===== config.mk =====
export PLATFORM = sky130hd
export DESIGN_NAME = irc_codec
export DESIGN_NICKNAME = d
export VERILOG_FILES = /design/src/rtl/irc_pkg.sv /design/src/rtl/irc_codec.sv
export SDC_FILE = /design/constraint.sdc
export NUM_CORES = 1
export LEC_CHECK = 0
export BUFFER_PORTS_ARGS = -buffer_cell sky130_fd_sc_hd__buf_2
export CORE_MARGIN = 1.5
export CORE_UTILIZATION = 55
export DETAILED_ROUTE_END_ITERATION = 8
export GPL_ROUTABILITY_DRIVEN = 0
export PLACE_DENSITY_LB_ADDON = 0.15
export SETUP_SLACK_MARGIN = 0.15
export SLEW_MARGIN = 20
export SYNTH_ARGS = -nofsm -noshare
export SYNTH_HDL_FRONTEND = slang
export SYNTH_SLANG_ARGS = --single-unit

===== constraint.sdc =====
create_clock -name clk_i -period 2.4 [get_ports clk_i]
set_clock_uncertainty 0.15 [all_clocks]
set_input_delay 0.12 -clock clk_i [delete_from_list [all_inputs] [get_ports clk_i]]
set_output_delay 0.12 -clock clk_i [all_outputs]
set_load 0.05 [all_outputs]

===== src/rtl/irc_pkg.sv =====
package irc_pkg;
    // ==========================================================
    // Encoder and decoder timing, in baud ticks
    // ==========================================================
    localparam logic [3:0] ENC_DELAY_TICKS = 4'h7;
    localparam logic [3:0] ENC_PULSE_TICKS = 4'h3;
    localparam logic [3:0] BIT_LAST_TICK = 4'hF;
    localparam int BAUD_MULT = 16;

    // ==========================================================
    // Fixed-width mode length, in crystal (clk_i) cycles
    // ==========================================================
    localparam logic [2:0] MONO_CYCLES = 3'h6;

    // ==========================================================
    // Rate select codes and crystal divide ratios
    // ==========================================================
    localparam logic [2:0] RATE_115200 = 3'h0;
    localparam logic [2:0] RATE_57600 = 3'h1;
    localparam logic [2:0] RATE_19200 = 3'h2;
    localparam logic [2:0] RATE_9600 = 3'h3;
    localparam logic [2:0] RATE_38400 = 3'h4;
    localparam logic [2:0] RATE_4800 = 3'h5;
    localparam logic [2:0] RATE_2400 = 3'h6;
    localparam logic [2:0] RATE_TEST = 3'h7;
    localparam logic [6:0] DIV_BY_2 = 7'h02;
    localparam logic [6:0] DIV_BY_4 = 7'h04;
    localparam logic [6:0] DIV_BY_12 = 7'h0C;
    localparam logic [6:0] DIV_BY_24 = 7'h18;
    localparam logic [6:0] DIV_BY_6 = 7'h06;
    localparam logic [6:0] DIV_BY_48 = 7'h30;
    localparam logic [6:0] DIV_BY_96 = 7'h60;
    localparam logic [6:0] DIV_NONE = 7'h01;

    // ==========================================================
    // State machines
    // ==========================================================
    typedef enum logic [1:0] {
        ENC_IDLE = 2'b01,
        ENC_RUN = 2'b10
    } irc_enc_state_t;

    typedef enum logic [1:0] {
        DEC_IDLE = 2'b01,
        DEC_STRETCH = 2'b10
    } irc_dec_state_t;

    // ==========================================================
    // Transmit start event carried through the buffer
    // ==========================================================
    typedef struct packed {
        logic fixed_width;
        logic ext_clock;
    } irc_tx_evt_t;
endpackage : irc_pkg


===== src/rtl/irc_codec.sv =====
// Functional notes
// (RQ1) State machines step on 16x baud tick
// (RQ2) Clock select high picks external baud clock
// (RQ3) Rate code sets crystal divide ratio
// (RQ4) Rate codes cover 115200 down to 2400
// (RQ5) Host sets rate before traffic starts
// (RQ6) Serial falling edge starts transmit modulation
// (RQ7) Optical falling edge starts receive stretch
// (RQ8) Reset low holds decoder in reset
// (RQ9) Reset low ignores optical input, output idle
// (RQ10) Fixed mode: six crystal cycle pulse
// (RQ11) Fixed pulse length ignores rate select
// (RQ12) Fixed mode only with internal clock
// (RQ13) Undriven fixed mode input reads low
// (RQ14) Power-down stops internal baud ticks
// (RQ15) Wait seven ticks, pulse three ticks
// (RQ16) One pulse per zero bit, none for one
// (RQ17) Stretch each pulse to sixteen ticks low
// (RQ18) External clock select powers oscillator down
// (RQ19) Idle: optical out low, serial out high
// (RQ20) New optical edge restarts stretch count
`timescale 1ns/100ps
`default_nettype none

module irc_codec #(
    parameter int FIFO_DEPTH = 2,
    parameter int FIFO_WIDTH = $bits(irc_pkg::irc_tx_evt_t)
) (
    input wire logic clk_i,
    input wire logic rst_i,
    input wire logic baud16_clock_in_i,
    input wire logic ext_clock_select_i,
    input wire logic [2:0] rate_select_i,
    input wire logic fixed_width_pulse_mode_i,
    input wire logic osc_powerdown_i,
    input wire logic decoder_reset_n_i,
    input wire logic uart_serial_in_i,
    input wire logic optical_pulse_in_i,
    output logic optical_pulse_out_o,
    output logic uart_serial_out_o,
    output logic tx_event_ready_o,
    output logic osc_running_o
);
    localparam int PTR_W = (FIFO_DEPTH > 1) ? $clog2(FIFO_DEPTH) : 1;

    // ==========================================================
    // Divide ratio lookup
    // ==========================================================
    function automatic logic [6:0] div_ratio(input logic [2:0] code);
        logic [6:0] r;
        r = irc_pkg::DIV_NONE;
        unique case (code)
            irc_pkg::RATE_115200: r = irc_pkg::DIV_BY_2;
            irc_pkg::RATE_57600: r = irc_pkg::DIV_BY_4;
            irc_pkg::RATE_19200: r = irc_pkg::DIV_BY_12;
            irc_pkg::RATE_9600: r = irc_pkg::DIV_BY_24;
            irc_pkg::RATE_38400: r = irc_pkg::DIV_BY_6;
            irc_pkg::RATE_4800: r = irc_pkg::DIV_BY_48;
            irc_pkg::RATE_2400: r = irc_pkg::DIV_BY_96;
            irc_pkg::RATE_TEST: r = irc_pkg::DIV_NONE;
        endcase
        return r;
    endfunction : div_ratio

    // ==========================================================
    // Baud tick generation
    // ==========================================================
    logic [6:0] div_cnt_q;
    logic [6:0] div_cnt_d;
    logic [6:0] div_n;
    logic osc_run;
    logic int_tick;
    logic ext_prev_q;
    logic ext_rise;
    logic baud_tick;

    // Oscillator stops on power-down or when external clock chosen
    assign osc_run = ~osc_powerdown_i & ~ext_clock_select_i; // [RQ14] [RQ18]
    // Rate is sampled live; the host must settle it before traffic
    assign div_n = div_ratio(rate_select_i); // [RQ3] [RQ4] [RQ5]
    assign int_tick = osc_run && (div_cnt_q >= div_n - 7'h01);
    // Held at zero while stopped, so a restart begins a full period
    assign div_cnt_d = (!osc_run || int_tick) ? 7'h00 : div_cnt_q + 7'h01;
    // External clock is sampled, so it must run below half of clk_i
    assign ext_rise = baud16_clock_in_i & ~ext_prev_q; // [RQ1]
    assign baud_tick = ext_clock_select_i ? ext_rise : int_tick; // [RQ2]

    // Divider and external clock edge history
    always_ff @(posedge clk_i or posedge rst_i) begin
        if (rst_i) begin
            div_cnt_q <= 7'h00;
            ext_prev_q <= 1'b0;
        end else begin
            div_cnt_q <= div_cnt_d;
            ext_prev_q <= baud16_clock_in_i;
        end
    end

    // ==========================================================
    // Transmit start buffer
    // ==========================================================
    logic txd_prev_q;
    logic txd_fall;
    logic [FIFO_WIDTH-1:0] fifo_mem_q [FIFO_DEPTH];
    logic [PTR_W-1:0] wr_ptr_q;
    logic [PTR_W-1:0] rd_ptr_q;
    logic [PTR_W:0] fifo_cnt_q;
    logic fifo_full;
    logic fifo_empty;
    logic push;
    logic pop;
    irc_pkg::irc_tx_evt_t push_evt;
    irc_pkg::irc_tx_evt_t head_evt;

    // Undriven mode pin is pulled low at the pad, so it reads as low
    assign push_evt.fixed_width = fixed_width_pulse_mode_i & ~ext_clock_select_i; // [RQ12] [RQ13]
    assign push_evt.ext_clock = ext_clock_select_i;
    assign txd_fall = txd_prev_q & ~uart_serial_in_i; // [RQ6]
    assign fifo_full = (fifo_cnt_q == (PTR_W + 1)'(FIFO_DEPTH));
    assign fifo_empty = (fifo_cnt_q == '0);
    // A start edge seen while full is dropped; ready shows it
    assign push = txd_fall & ~fifo_full;
    assign head_evt = fifo_mem_q[rd_ptr_q];

    // Pointer wrap helper
    function automatic logic [PTR_W-1:0] ptr_inc(input logic [PTR_W-1:0] p);
        return (p == PTR_W'(FIFO_DEPTH - 1)) ? '0 : p + 1'b1;
    endfunction : ptr_inc

    // Buffer pointers and occupancy
    always_ff @(posedge clk_i or posedge rst_i) begin
        if (rst_i) begin
            txd_prev_q <= 1'b1;
            wr_ptr_q <= '0;
            rd_ptr_q <= '0;
            fifo_cnt_q <= '0;
        end else begin
            txd_prev_q <= uart_serial_in_i;
            if (push) wr_ptr_q <= ptr_inc(wr_ptr_q);
            if (pop) rd_ptr_q <= ptr_inc(rd_ptr_q);
            fifo_cnt_q <= fifo_cnt_q + {{PTR_W{1'b0}}, push} - {{PTR_W{1'b0}}, pop};
        end
    end

    // Storage has no reset; reads are gated by occupancy
    always_ff @(posedge clk_i) begin
        if (push) fifo_mem_q[wr_ptr_q] <= push_evt;
    end

    // ==========================================================
    // Encoder
    // ==========================================================
    irc_pkg::irc_enc_state_t enc_state_q;
    irc_pkg::irc_enc_state_t enc_state_d;
    logic [3:0] enc_cnt_q;
    logic [3:0] enc_cnt_d;
    logic enc_fixed_q;
    logic enc_mod;
    logic enc_bit_end;
    logic enc_mid;
    logic enc_first_q;
    logic mod_prev_q;
    logic mono_start;
    logic [2:0] mono_cnt_q;
    logic [2:0] mono_cnt_d;
    logic opt_out_d;

    // Buffer drains only into an idle encoder
    assign pop = ~fifo_empty & (enc_state_q == irc_pkg::ENC_IDLE);
    assign enc_bit_end = baud_tick & (enc_cnt_q == irc_pkg::BIT_LAST_TICK);
    // Decision tick sits mid-bit, clear of the line's own edges
    assign enc_mid = baud_tick & (enc_cnt_q == irc_pkg::ENC_DELAY_TICKS - 4'h1);
    // High after seven ticks for three ticks, centred in the bit
    assign enc_mod = (enc_state_q == irc_pkg::ENC_RUN)
        && (enc_cnt_q >= irc_pkg::ENC_DELAY_TICKS)
        && (enc_cnt_q < irc_pkg::ENC_DELAY_TICKS + irc_pkg::ENC_PULSE_TICKS); // [RQ15]

    // Encoder next state; from the second bit on, a high line at
    // mid-bit means a one bit and ends the run without a pulse.
    // Sampling at the bit boundary would race the serial line's own
    // transition whenever the divide ratio is above two.
    always_comb begin
        enc_state_d = enc_state_q;
        enc_cnt_d = enc_cnt_q;
        unique case (enc_state_q)
            irc_pkg::ENC_IDLE: begin
                if (pop) begin
                    enc_state_d = irc_pkg::ENC_RUN; // [RQ6]
                    enc_cnt_d = 4'h0;
                end
            end
            irc_pkg::ENC_RUN: begin
                if (baud_tick) enc_cnt_d = enc_cnt_q + 4'h1; // [RQ1]
                if (enc_mid && !enc_first_q && uart_serial_in_i) begin
                    enc_state_d = irc_pkg::ENC_IDLE; // [RQ16]
                    enc_cnt_d = 4'h0;
                end
            end
            default: begin
                enc_state_d = irc_pkg::ENC_IDLE;
                enc_cnt_d = 4'h0;
            end
        endcase
    end

    // Fixed mode: six crystal cycles from the modulation rising edge
    assign mono_start = enc_mod & ~mod_prev_q & enc_fixed_q; // [RQ10]
    assign mono_cnt_d = mono_start ? irc_pkg::MONO_CYCLES
        : (mono_cnt_q != 3'h0) ? mono_cnt_q - 3'h1 : 3'h0; // [RQ11]
    assign opt_out_d = enc_fixed_q ? (mono_cnt_d != 3'h0) : enc_mod; // [RQ19]

    // Encoder registers
    always_ff @(posedge clk_i or posedge rst_i) begin
        if (rst_i) begin
            enc_state_q <= irc_pkg::ENC_IDLE;
            enc_cnt_q <= 4'h0;
            enc_fixed_q <= 1'b0;
            enc_first_q <= 1'b0;
            mod_prev_q <= 1'b0;
            mono_cnt_q <= 3'h0;
            optical_pulse_out_o <= 1'b0;
        end else begin
            enc_state_q <= enc_state_d;
            enc_cnt_q <= enc_cnt_d;
            if (pop) enc_fixed_q <= head_evt.fixed_width;
            // First bit is always a zero: the start edge itself
            if (pop) enc_first_q <= 1'b1;
            else if (enc_bit_end) enc_first_q <= 1'b0;
            mod_prev_q <= enc_mod;
            mono_cnt_q <= mono_cnt_d;
            optical_pulse_out_o <= opt_out_d;
        end
    end

    // ==========================================================
    // Decoder
    // ==========================================================
    irc_pkg::irc_dec_state_t dec_state_q;
    irc_pkg::irc_dec_state_t dec_state_d;
    logic [3:0] dec_cnt_q;
    logic [3:0] dec_cnt_d;
    logic opt_prev_q;
    logic opt_fall;

    assign opt_fall = opt_prev_q & ~optical_pulse_in_i; // [RQ7]

    // Reset wins, then a fresh edge, then the count
    always_comb begin
        dec_state_d = dec_state_q;
        dec_cnt_d = dec_cnt_q;
        if (!decoder_reset_n_i) begin
            dec_state_d = irc_pkg::DEC_IDLE; // [RQ8] [RQ9]
            dec_cnt_d = 4'h0;
        end else if (opt_fall) begin
            dec_state_d = irc_pkg::DEC_STRETCH; // [RQ7] [RQ20]
            dec_cnt_d = 4'h0;
        end else begin
            unique case (dec_state_q)
                irc_pkg::DEC_IDLE: dec_cnt_d = 4'h0;
                irc_pkg::DEC_STRETCH: begin
                    if (baud_tick) begin
                        dec_cnt_d = dec_cnt_q + 4'h1;
                        if (dec_cnt_q == irc_pkg::BIT_LAST_TICK) begin
                            dec_state_d = irc_pkg::DEC_IDLE; // [RQ17]
                        end
                    end
                end
                default: begin
                    dec_state_d = irc_pkg::DEC_IDLE;
                    dec_cnt_d = 4'h0;
                end
            endcase
        end
    end

    // Decoder registers; output is low only while stretching.
    // Optical history resets dark, matching the idle input, so the
    // release of reset cannot fake a pulse end.
    always_ff @(posedge clk_i or posedge rst_i) begin
        if (rst_i) begin
            dec_state_q <= irc_pkg::DEC_IDLE;
            dec_cnt_q <= 4'h0;
            opt_prev_q <= 1'b0;
            uart_serial_out_o <= 1'b1;
            tx_event_ready_o <= 1'b0;
            osc_running_o <= 1'b0;
        end else begin
            dec_state_q <= dec_state_d;
            dec_cnt_q <= dec_cnt_d;
            opt_prev_q <= optical_pulse_in_i;
            uart_serial_out_o <= (dec_state_d == irc_pkg::DEC_IDLE); // [RQ19]
            tx_event_ready_o <= ~fifo_full;
            osc_running_o <= osc_run;
        end
    end
endmodule : irc_codec

`default_nettype wire


# Yosys cells after proc, flatten, opt, wreduce, memory -nomap -nowiden
# Memory sizes are Yosys's and may differ from the RTL's. A register that Yosys moved wholly into a read port is not among the register bits.
# Index checks and enable logic that the tools add are counted.
[op_classes]
order_cmp = 3
reduce_logical = 14
bitwise = 19
eq_ne = 13
n_mux = 27
n_addsub = 9
[ops]
columns = ["op", "count"]
rows = [
  ["2-to-1 mux 4 bit", 7],
  ["2-to-1 mux 2 bit", 6],
  ["bitwise AND 1 bit", 11],
  ["adder 4 x 1 -> 4 bit, second input constant", 2],
  ["== test 4 bit, second input constant", 2],
  ["2-to-1 mux 1 bit", 8],
  ["inverter 1 bit", 8],
  ["one-hot mux 2 bit (2 select lines)", 2],
  ["one-hot mux 4 bit (2 select lines)", 1],
  ["adder 7 x 1 -> 7 bit, second input constant", 1],
  [">= comparator 7 bit", 1],
  ["2-to-1 mux 7 bit", 1],
  ["subtractor 7 x 1 -> 7 bit, second input constant", 1],
  ["== test 2 x 1 -> 1 bit, second input constant", 3],
  ["== test 2 bit, second input constant", 3],
  ["2-to-1 mux 3 bit", 2],
  ["nonzero test 3 bit", 2],
  ["logical AND 1 bit", 5],
  ["== test 4 x 3 -> 1 bit, second input constant", 1],
  [">= comparator 4 x 3 -> 1 bit, second input constant", 1],
  ["less-than comparator 4 bit, second input constant", 1],
  ["!= test 4 bit, second input constant", 1],
  ["AND reduction 2 bit", 2],
  ["!= test 3 x 2 -> 1 bit, second input constant", 1],
  ["other kinds (10)", 12],
]
[word_totals]
output_inout_bits = 4
mem_bits_ro = 56
input_bits = 12
n_memories = 2
ram_bits = 4
ff_bits = 35
word_cells = 105
[mem_list]
columns = ["name", "depth", "width", "read_ports", "rd_ports_with_merged_regs", "write_ports", "line", "source"]
rows = [
  ["(name not given)", 8, 7, 1, 0, 0, "irc_codec.sv:52", "unique case (code)"],
  ["fifo_mem_q", 2, 2, 1, 1, 1, "irc_codec.sv:104", "logic [FIFO_WIDTH-1:0] fifo_mem_q [FIFO_DEPTH];"],
]

# Longest topological paths before layout
# Gate-level depths: netlist of the first run.
# An unclocked memory read counts as a cell.
[logic_depth]
word_depth = 10
mapped_depth = 14

# Worst setup path before layout of the first run
# OpenSTA, ideal clock, no wires.
[synth_timing]
path_kind = "input port to flip-flop"
start = "in rate_select_i[1]"
end = "reg dec_cnt_q[3]"
slack_ns = -0.467
t_required_ns = 2.172
setup_ns = 0.078
path_stages = 13
arrival_time_ns = 2.639
n_path_buf = 0
path_cell_list = "inv_1 > ha_1 > nor3_1 > o21ai_0 > or3_1 > a31oi_1 > ha_1 > nand4_1 > nor2_2 > a211oi_4 > o32a_2 > or3_1 > a21oi_1"
[synth_between]
elab_chain_len = 6
[synth_rtl]
columns = ["item", "line", "source"]
rows = [
  ["start, declared", "irc_codec.sv:33", "input wire logic [2:0] rate_select_i,"],
  ["memory read (8 x 7 bit)", "n/a", ""],
  ["subtractor 7 x 1 -> 7 bit", "irc_codec.sv:81", "assign int_tick = osc_run && (div_cnt_q >= div_n - 7'h01);"],
  [">= comparator 7 bit", "irc_codec.sv:81", ""],
  ["logical AND 1 bit", "irc_codec.sv:81", ""],
  ["2-to-1 mux 1 bit", "irc_codec.sv:86", "assign baud_tick = ext_clock_select_i ? ext_rise : int_tick;"],
  ["!= test 4 bit (no line)", "n/a", ""],
  ["end signal, assigned", "irc_codec.sv:289", "dec_cnt_q <= dec_cnt_d;"],
  ["end, declared", "irc_codec.sv:240", "logic [3:0] dec_cnt_q;"],
]
# No other way between the ends.
# A chain may end at the register's enable or synchronous reset.

# Worst setup path after layout of the first run
[layout_timing]
start = "in rate_select_i[0]"
end = "reg dec_cnt_q[0]"
# The elaborated chain is that of the path after synthesis.

==> results of run 1 <==
-- cell usage in the layout, fill, tap and decap left out, types with 4 or more instances in the layout --
cell type / count
dlygate4sd3_1: 6
buf_2: 13
clkbuf_8: 6
buf_4: 26
xnor2_1: 9
a21oi_1: 4
mux2i_1: 4
nand2_1: 8
buf_6: 5
inv_1: 13
dfstp_2: 4
nand3_1: 5
nand2b_1: 5
nor2b_1: 4
dfrtp_1: 32
nor2_4: 4
xor2_1: 4
ha_1: 20
nor2_1: 21
-- critical path, stage by stage --
cell      delay, ns
buf_4          0.13
ha_2           0.20
nand2_2        0.10
ha_4           0.14
o21ai_2        0.05
or3_1          0.30
a31oi_1        0.18
ha_1           0.29
nand4_1        0.12
nor2_2         0.05
a211oi_4       0.32
o32ai_2        0.11
buf_4          0.17
buf_6          0.12
xnor2_2        0.14
nor2_1         0.06
-- registers in the layout, summed over array words and instances (netlist names) --
register,cells
wr_ptr_q,1
enc_fixed_q,1
ext_prev_q,1
enc_state_q,2
fifo_cnt_q,2
optical_pulse_out_o,1
mod_prev_q,1
fifo_mem_q,2
txd_prev_q,1
dec_state_q,2
osc_running_o,1
dec_cnt_q,4
enc_first_q,1
opt_prev_q,1
uart_serial_out_o,1
tx_event_ready_o,1
rd_ptr_q,1
enc_cnt_q,4
mono_cnt_q,3
div_cnt_q,7
-- per-stage QoR --
step	setup TNS (ns)	setup WS, ns	instance area [um2]
2_1_floorplan	-2.69	-0.293	2200
3_3_place_gp	-6.86	-0.473	2500
3_5_place_dp	-8.85	-0.585	2500
4_1_cts	-1.67	-0.187	2810
5_1_grt	-4.37	-0.310	2910
6_report	-1.98	-0.195	2910
-- worst min path at each step --
stage,endpoint,slack (ns)
2_1_floorplan,txd_prev_q$_DFF_PP1_,-0.03
3_3_place_gp,mono_cnt_q[0]$_DFF_PP0_,0.01
3_5_place_dp,optical_pulse_out_o$_DFF_PP0_,0.04
4_1_cts,osc_running_o$_DFF_PP0_,0.008
5_1_grt,osc_running_o$_DFF_PP0_,0.08
6_report,osc_running_o$_DFF_PP0_,0.07
-- cell families (layout without fill, tap and decap cells) --
group,after synthesis,count (layout)
simple gates,79,79
flops,38,38
compound gates,35,35
fa+ha+maj,24,24
buf+inv,17,75
xor+xnor,14,14
mux,4,4
-- metal layers --
metal | routed length [um] | track usage | up-vias
li1 | - | - | 841
met1 | 2030 | 0.267 | 856
met2 | 2610 | 0.431 | 40
met3 | 168 | 0.0514 | 9
met4 | 63 | 0.104 | 0
met5 | 0 | 0 | -
-- area by class of cell --
type | instances | area, um2 | area share
clock buffer | 6 | 82.6 | 0.0284
clock inverter | 2 | 12.5 | 0.00430
inverter | 16 | 66.3 | 0.0228
multi-input combinational | 156 | 1330 | 0.457
sequential | 38 | 966 | 0.332
tap | 48 | 60.1 | 0.0207
timing repair buffer | 51 | 392 | 0.135
-- power groups by stage --
| stage | Sequential, mW | Combinational (mW) | Clock [mW] |
|---|---|---|---|
| CTS | 0.811 | 0.598 | 0.468 |
| detailed placement | 0.824 | 0.552 | 0 |
| global route | 0.822 | 0.700 | 0.484 |
| floorplan | 0.854 | 0.344 | 0 |
| global placement | 0.816 | 0.511 | 0 |
| finish | 0.812 | 0.633 | 0.453 |
-- timing repair --
action / 4_1_cts / 5_1_grt
gates resized for setup: 30 / 21
setup buffers: 6 / 2
pin swaps: 21 / 10
setup endpoints to repair: 20 / 21
hold buffers: 6 / 0
cloned: 0 / 0
endpoints found under the hold margin: 18 / 0
==> impl_metrics.json, run 1 <==
{
  "status": "complete, but fails checks",
  "violations": "setup timing",
  "die_width_um": 65.8,
  "netlist_area_mm2": 0.00217,
  "crit_required_ns": 2.42,
  "drt_iter0_drc": 64,
  "cts_root_buf": "clkbuf_8",
  "combPwrFrac": 0.334,
  "internal_power_mw": 1.26,
  "overflow": 0,
  "yosysSeqAreaShare": 0.446,
  "hold_path_class": "in -> reg",
  "dominantRegCellSynth": "dfrtp_1",
  "setup.worst_path.class": "in -> reg",
  "grt_pass1_wl_um": 7800,
  "hold_violations": 0,
  "grt_usage": 0.238,
  "cts-htree-levels": 2,
  "synthSimpleGateAreaFrac": 0.194,
  "synth_compound_area_frac": 0.117,
  "whs_path_depth": 2,
  "synth_commonest_cells": "32 x dfrtp_1, 27 x nor2_1, 24 x ha_1",
  "timing.fmax_mhz": 385,
  "p_seq_frac": 0.428,
  "r2r-end": "dec_cnt_q[0]$_DFFE_PP0P_",
  "fin_cells": 317,
  "clock_latency_ns": 0.29,
  "synthMuxAreaShare": 0.0185,
  "vias": 1746,
  "clockBufferDepth": 2,
  "wire_per_inst_um": 15.4,
  "antenna_left": 0,
  "worst_setup_path_endpoint": "dec_cnt_q[0]$_DFFE_PP0P_",
  "num_rows": 22,
  "cts_tree": "done",
  "synth_seq_cells": 38,
  "path_clk_slew_ns": 0.07,
  "dpl.hpwl_um": 3420,
  "post_synth_fa_ha_maj_area_fraction": 0.139,
  "critPathArrivalTime_ns": 2.61,
  "relSlewSlack": 0.638,
  "p_per_area_mw_per_mm2": 653,
  "die_h_um": 65.8,
  "netSwitchingPower_uw": 637,
  "worstMarginPinSlew_ns": 0.542,
  "diodes": 0,
  "pwr-share-clk": 0.239,
  "slew_viol_final": 0,
  "initial_core_util": 0.583,
  "grt_pass1_vias": 1818,
  "ir_worst_vdd_mv": 0.426,
  "worstHoldStart": "ext_clock_select_i",
  "fillCellCount": 231,
  "cp_max_fo": 6,
  "synth_warnings": 0,
  "ioPinCount": 16,
  "period_share": 1.08,
  "p_sw_frac": 0.336,
  "crit_path_start_kind": "input port",
  "synth-async-reset-ratio": 0.947,
  "fin_ws_ns": -0.195,
  "yosysUniqueCellTypes": 45,
  "cap_violations": 0,
  "die_area_mm2": 0.00432,
  "cp-startpoint": "rate_select_i[0]",
  "synthXorXnorAreaFrac": 0.0566,
  "synth_edf_count": 2,
  "leakage_nw": 1.33,
  "r2r_start": "div_cnt_q[0]$_DFF_PP0_",
  "fin_nets": 304,
  "endpoint_kind": "register",
  "synth_cells": 211,
  "core_area_mm2": 0.00372,
  "rrSetupSlack_ns": 0.08,
  "final_util": 0.782,
  "vias_per_cell": 5.51,
  "total_power_mw": 1.90,
  "synth_top_family_by_area": "simple AND/OR/NAND/NOR gates",
  "rr_worst_depth": 10,
  "clock-sinks": 38,
  "min_period_ns": 2.59,
  "dp.cells": 295,
  "yosysTopAreaCell": "dfrtp_1",
  "drive_gt1_frac": 0.364,
  "netlist.area_leader.share": 0.370,
  "drt-pass1-iter-count": 4,
  "post-synth-top-count-cell": "dfrtp_1",
  "hold_ws_ns": 0.0749,
  "area_growth_pct": 34.3,
  "numCtsBuffers": 5,
  "rsz0062_at_grt": "yes",
  "grt_start_max_net_pins": 16,
  "drc": 0,
  "synth_area_leaders": "dfrtp_1 37%, ha_1 14%, dfstp_2 4.9%",
  "portBuffers": 15,
  "setup_viol": 16,
  "antenna_found_initial": 0,
  "syn_nets": 247,
  "totalWireLength_um": 4870,
  "syn_area_per_cell_um2": 10.3
}
Power figures use the tool's default switching activity.
==> run 2, diff against run 1 <==
CELL_PAD_IN_SITES_DETAIL_PLACEMENT = 0   (was default)
CELL_PAD_IN_SITES_GLOBAL_PLACEMENT = 1   (was default)
CORE_UTILIZATION = 47   (was 55)
==> run 2 against run 1 <==
- the flow still finishes with violations (setup timing)
- sequential share of layout area up 0.81 points
- die area grew 16%
- critical path depth down 1
- largest power group unchanged
- worst hold slack worse by 0.043 ns
- sequential power hardly changed
- final cell count decreased by 0.95%
- clock-buffer cell count is 1 higher
- first-iteration DRC count fell by 41%
- utilization down 13 points
- worst setup slack better by 0.090 ns
==> impl_metrics.json, run 2 (same netlist as run 1, synthesis figures left out) <==
{
  "path_clk_slew_ns": 0.07,
  "antenna_left": 0,
  "rsz0062_at_grt": "yes",
  "die_area_mm2": 0.00502,
  "drive_gt1_frac": 0.328,
  "clockBufferDepth": 2,
  "worstMarginPinSlew_ns": 0.562,
  "hold_end": "fifo_mem_q[0][1]$_DFFE_PP_",
  "rr_worst_depth": 9,
  "cts-htree-levels": 2,
  "final_util": 0.648,
  "die_width_um": 70.9,
  "diodes": 0,
  "overflow": 0,
  "setup_viol": 11,
  "layout_common_cells": "32 x dfrtp_1, 24 x nor2_1, 20 x buf_4, 19 x ha_1",
  "largest_register_ffs": 7,
  "die_h_um": 70.9,
  "p_per_area_mw_per_mm2": 686,
  "numCtsBuffers": 5,
  "period_share": 1.04,
  "wire_per_inst_um": 13.3,
  "core_area_mm2": 0.00438,
  "whs_path_depth": 2,
  "rrSetupSlack_ns": 0.04,
  "vias": 1676,
  "endpoint_kind": "register",
  "ioPinCount": 16,
  "worstHoldStart": "fixed_width_pulse_mode_i",
  "slew_viol_final": 0,
  "crit_path_start_kind": "input port",
  "drt_iter0_drc": 38,
  "final_common_cell": "dfrtp_1",
  "cts_root_buf": "clkbuf_8",
  "clock-sinks": 38,
  "portBuffers": 15,
  "totalWireLength_um": 4180,
  "critPathArrivalTime_ns": 2.57,
  "crit_required_ns": 2.46,
  "cap_violations": 0,
  "grt_pass1_wl_um": 7190,
  "largest-register": "div_cnt_q",
  "min_period_ns": 2.50,
  "grt_usage": 0.179,
  "drt-pass1-iter-count": 4,
  "num_rows": 24,
  "timing.fmax_mhz": 399,
  "r2r-end": "uart_serial_out_o$_DFF_PP1_",
  "leakage_nw": 1.29,
  "relSlewSlack": 0.620,
  "ir_worst_vdd_mv": 0.376,
  "clock_latency_ns": 0.29,
  "r2r_start": "div_cnt_q[0]$_DFF_PP0_",
  "violations": "setup timing",
  "vias_per_cell": 5.34,
  "area_growth_pct": 31.1,
  "cp_max_fo": 5,
  "reg_top3": "div_cnt_q (7), dec_cnt_q (4), enc_cnt_q (4)",
  "grt_pass1_vias": 1665,
  "dpl.hpwl_um": 3100,
  "dp_slack_ns": -0.587,
  "hold_violations": 0,
  "total_power_mw": 1.95,
  "hold_path_class": "in -> reg",
  "fin_ws_ns": -0.105,
  "cts_tree": "done",
  "antenna_found_initial": 0,
  "fin_nets": 297,
  "grt_start_max_net_pins": 37,
  "drc": 0,
  "initial_core_util": 0.494,
  "status": "complete, but fails checks",
  "setup.worst_path.class": "in -> reg"
}
## run 2: cell types whose count changed in the layout (fill, tap and decap cells not counted), moves of 2 or more
cell | previous run | this run
nor2_4 | 4 | 0
clkbuf_1 | 0 | 2
buf_4 | 26 | 20
nor2_1 | 21 | 24
## run 2: worst max-delay path by stage
| stage | from | to | cells past startpoint |
|---|---|---|---|
| 6_report | rate_select_i[1] | dec_cnt_q[2]$_DFFE_PP0P_ | 15 |
| 3_3_place_gp | rate_select_i[1] | uart_serial_out_o$_DFF_PP1_ | 15 |
| 4_1_cts | rate_select_i[1] | uart_serial_out_o$_DFF_PP1_ | 15 |
| 2_1_floorplan | rate_select_i[1] | dec_cnt_q[3]$_DFFE_PP0P_ | 13 |
| 5_1_grt | rate_select_i[1] | dec_cnt_q[1]$_DFFE_PP0P_ | 15 |
| 3_5_place_dp | rate_select_i[1] | uart_serial_out_o$_DFF_PP1_ | 15 |
## run 2: power by group
group	leakage, nW	internal, mW	switching [mW]
combinational	0.762	0.277	0.325
sequential	0.478	0.748	0.0622
clock	0.0524	0.311	0.223
## run 2: critical path: stages
cell	delay, ns
buf_8	0.08
clkinvlp_4	0.10
ha_4	0.24
buf_6	0.13
nor3_2	0.16
a21oi_1	0.09
nor2_1	0.14
a31oi_2	0.05
ha_1	0.30
o21ai_1	0.07
nor2_1	0.19
a211oi_4	0.08
o32a_4	0.34
or3_4	0.33
a21oi_2	0.14
## run 2: area by class of cell
| type | count | area [um2] |
|---|---|---|
| fillers | 349 | 1550 |
| clock inverters | 1 | 30.0 |
| well taps | 52 | 65.1 |
| repair buffers | 44 | 335 |
| flip-flops and latches | 38 | 966 |
| inverters | 16 | 63.8 |
| clock buffers | 7 | 76.3 |
| multi-input cells | 156 | 1300 |
## run 2: stage by stage
| stage | std cells | setup TNS, ns | hold slack (ns) | cell area, um2 |
|---|---|---|---|---|
| 2_1_floorplan | 211 | -2.69 | -0.0255 | 2200 |
| 3_3_place_gp | 296 | -6.95 | 0.0864 | 2480 |
| 3_5_place_dp | 296 | -9.23 | 0.0975 | 2480 |
| 4_1_cts | 314 | -1.69 | 0.0191 | 2750 |
| 5_1_grt | 314 | -2.63 | 0.0365 | 2840 |
| 6_report | 314 | -0.663 | 0.0321 | 2840 |
## run 2: repair_timing
item / CTS / global route
resized for setup: 21 / 21
pin swaps: 21 / 10
buffers inserted: 4 / 0
hold buffers: 6 / 0
setup endpoints to repair: 21 / 21
hold endpoints to repair: 37 / 0
## run 2: metal layers
| layer | share of wire | track usage | vias to the layer above |
|---|---|---|---|
| met2 | 0.50 | 0.327 | 34 |
| met4 | 0.015 | 0.0566 | 0 |
| met3 | 0.042 | 0.0456 | 8 |
| met5 | 0 | 0 | - |
| met1 | 0.44 | 0.203 | 804 |
| li1 | - | - | 830 |
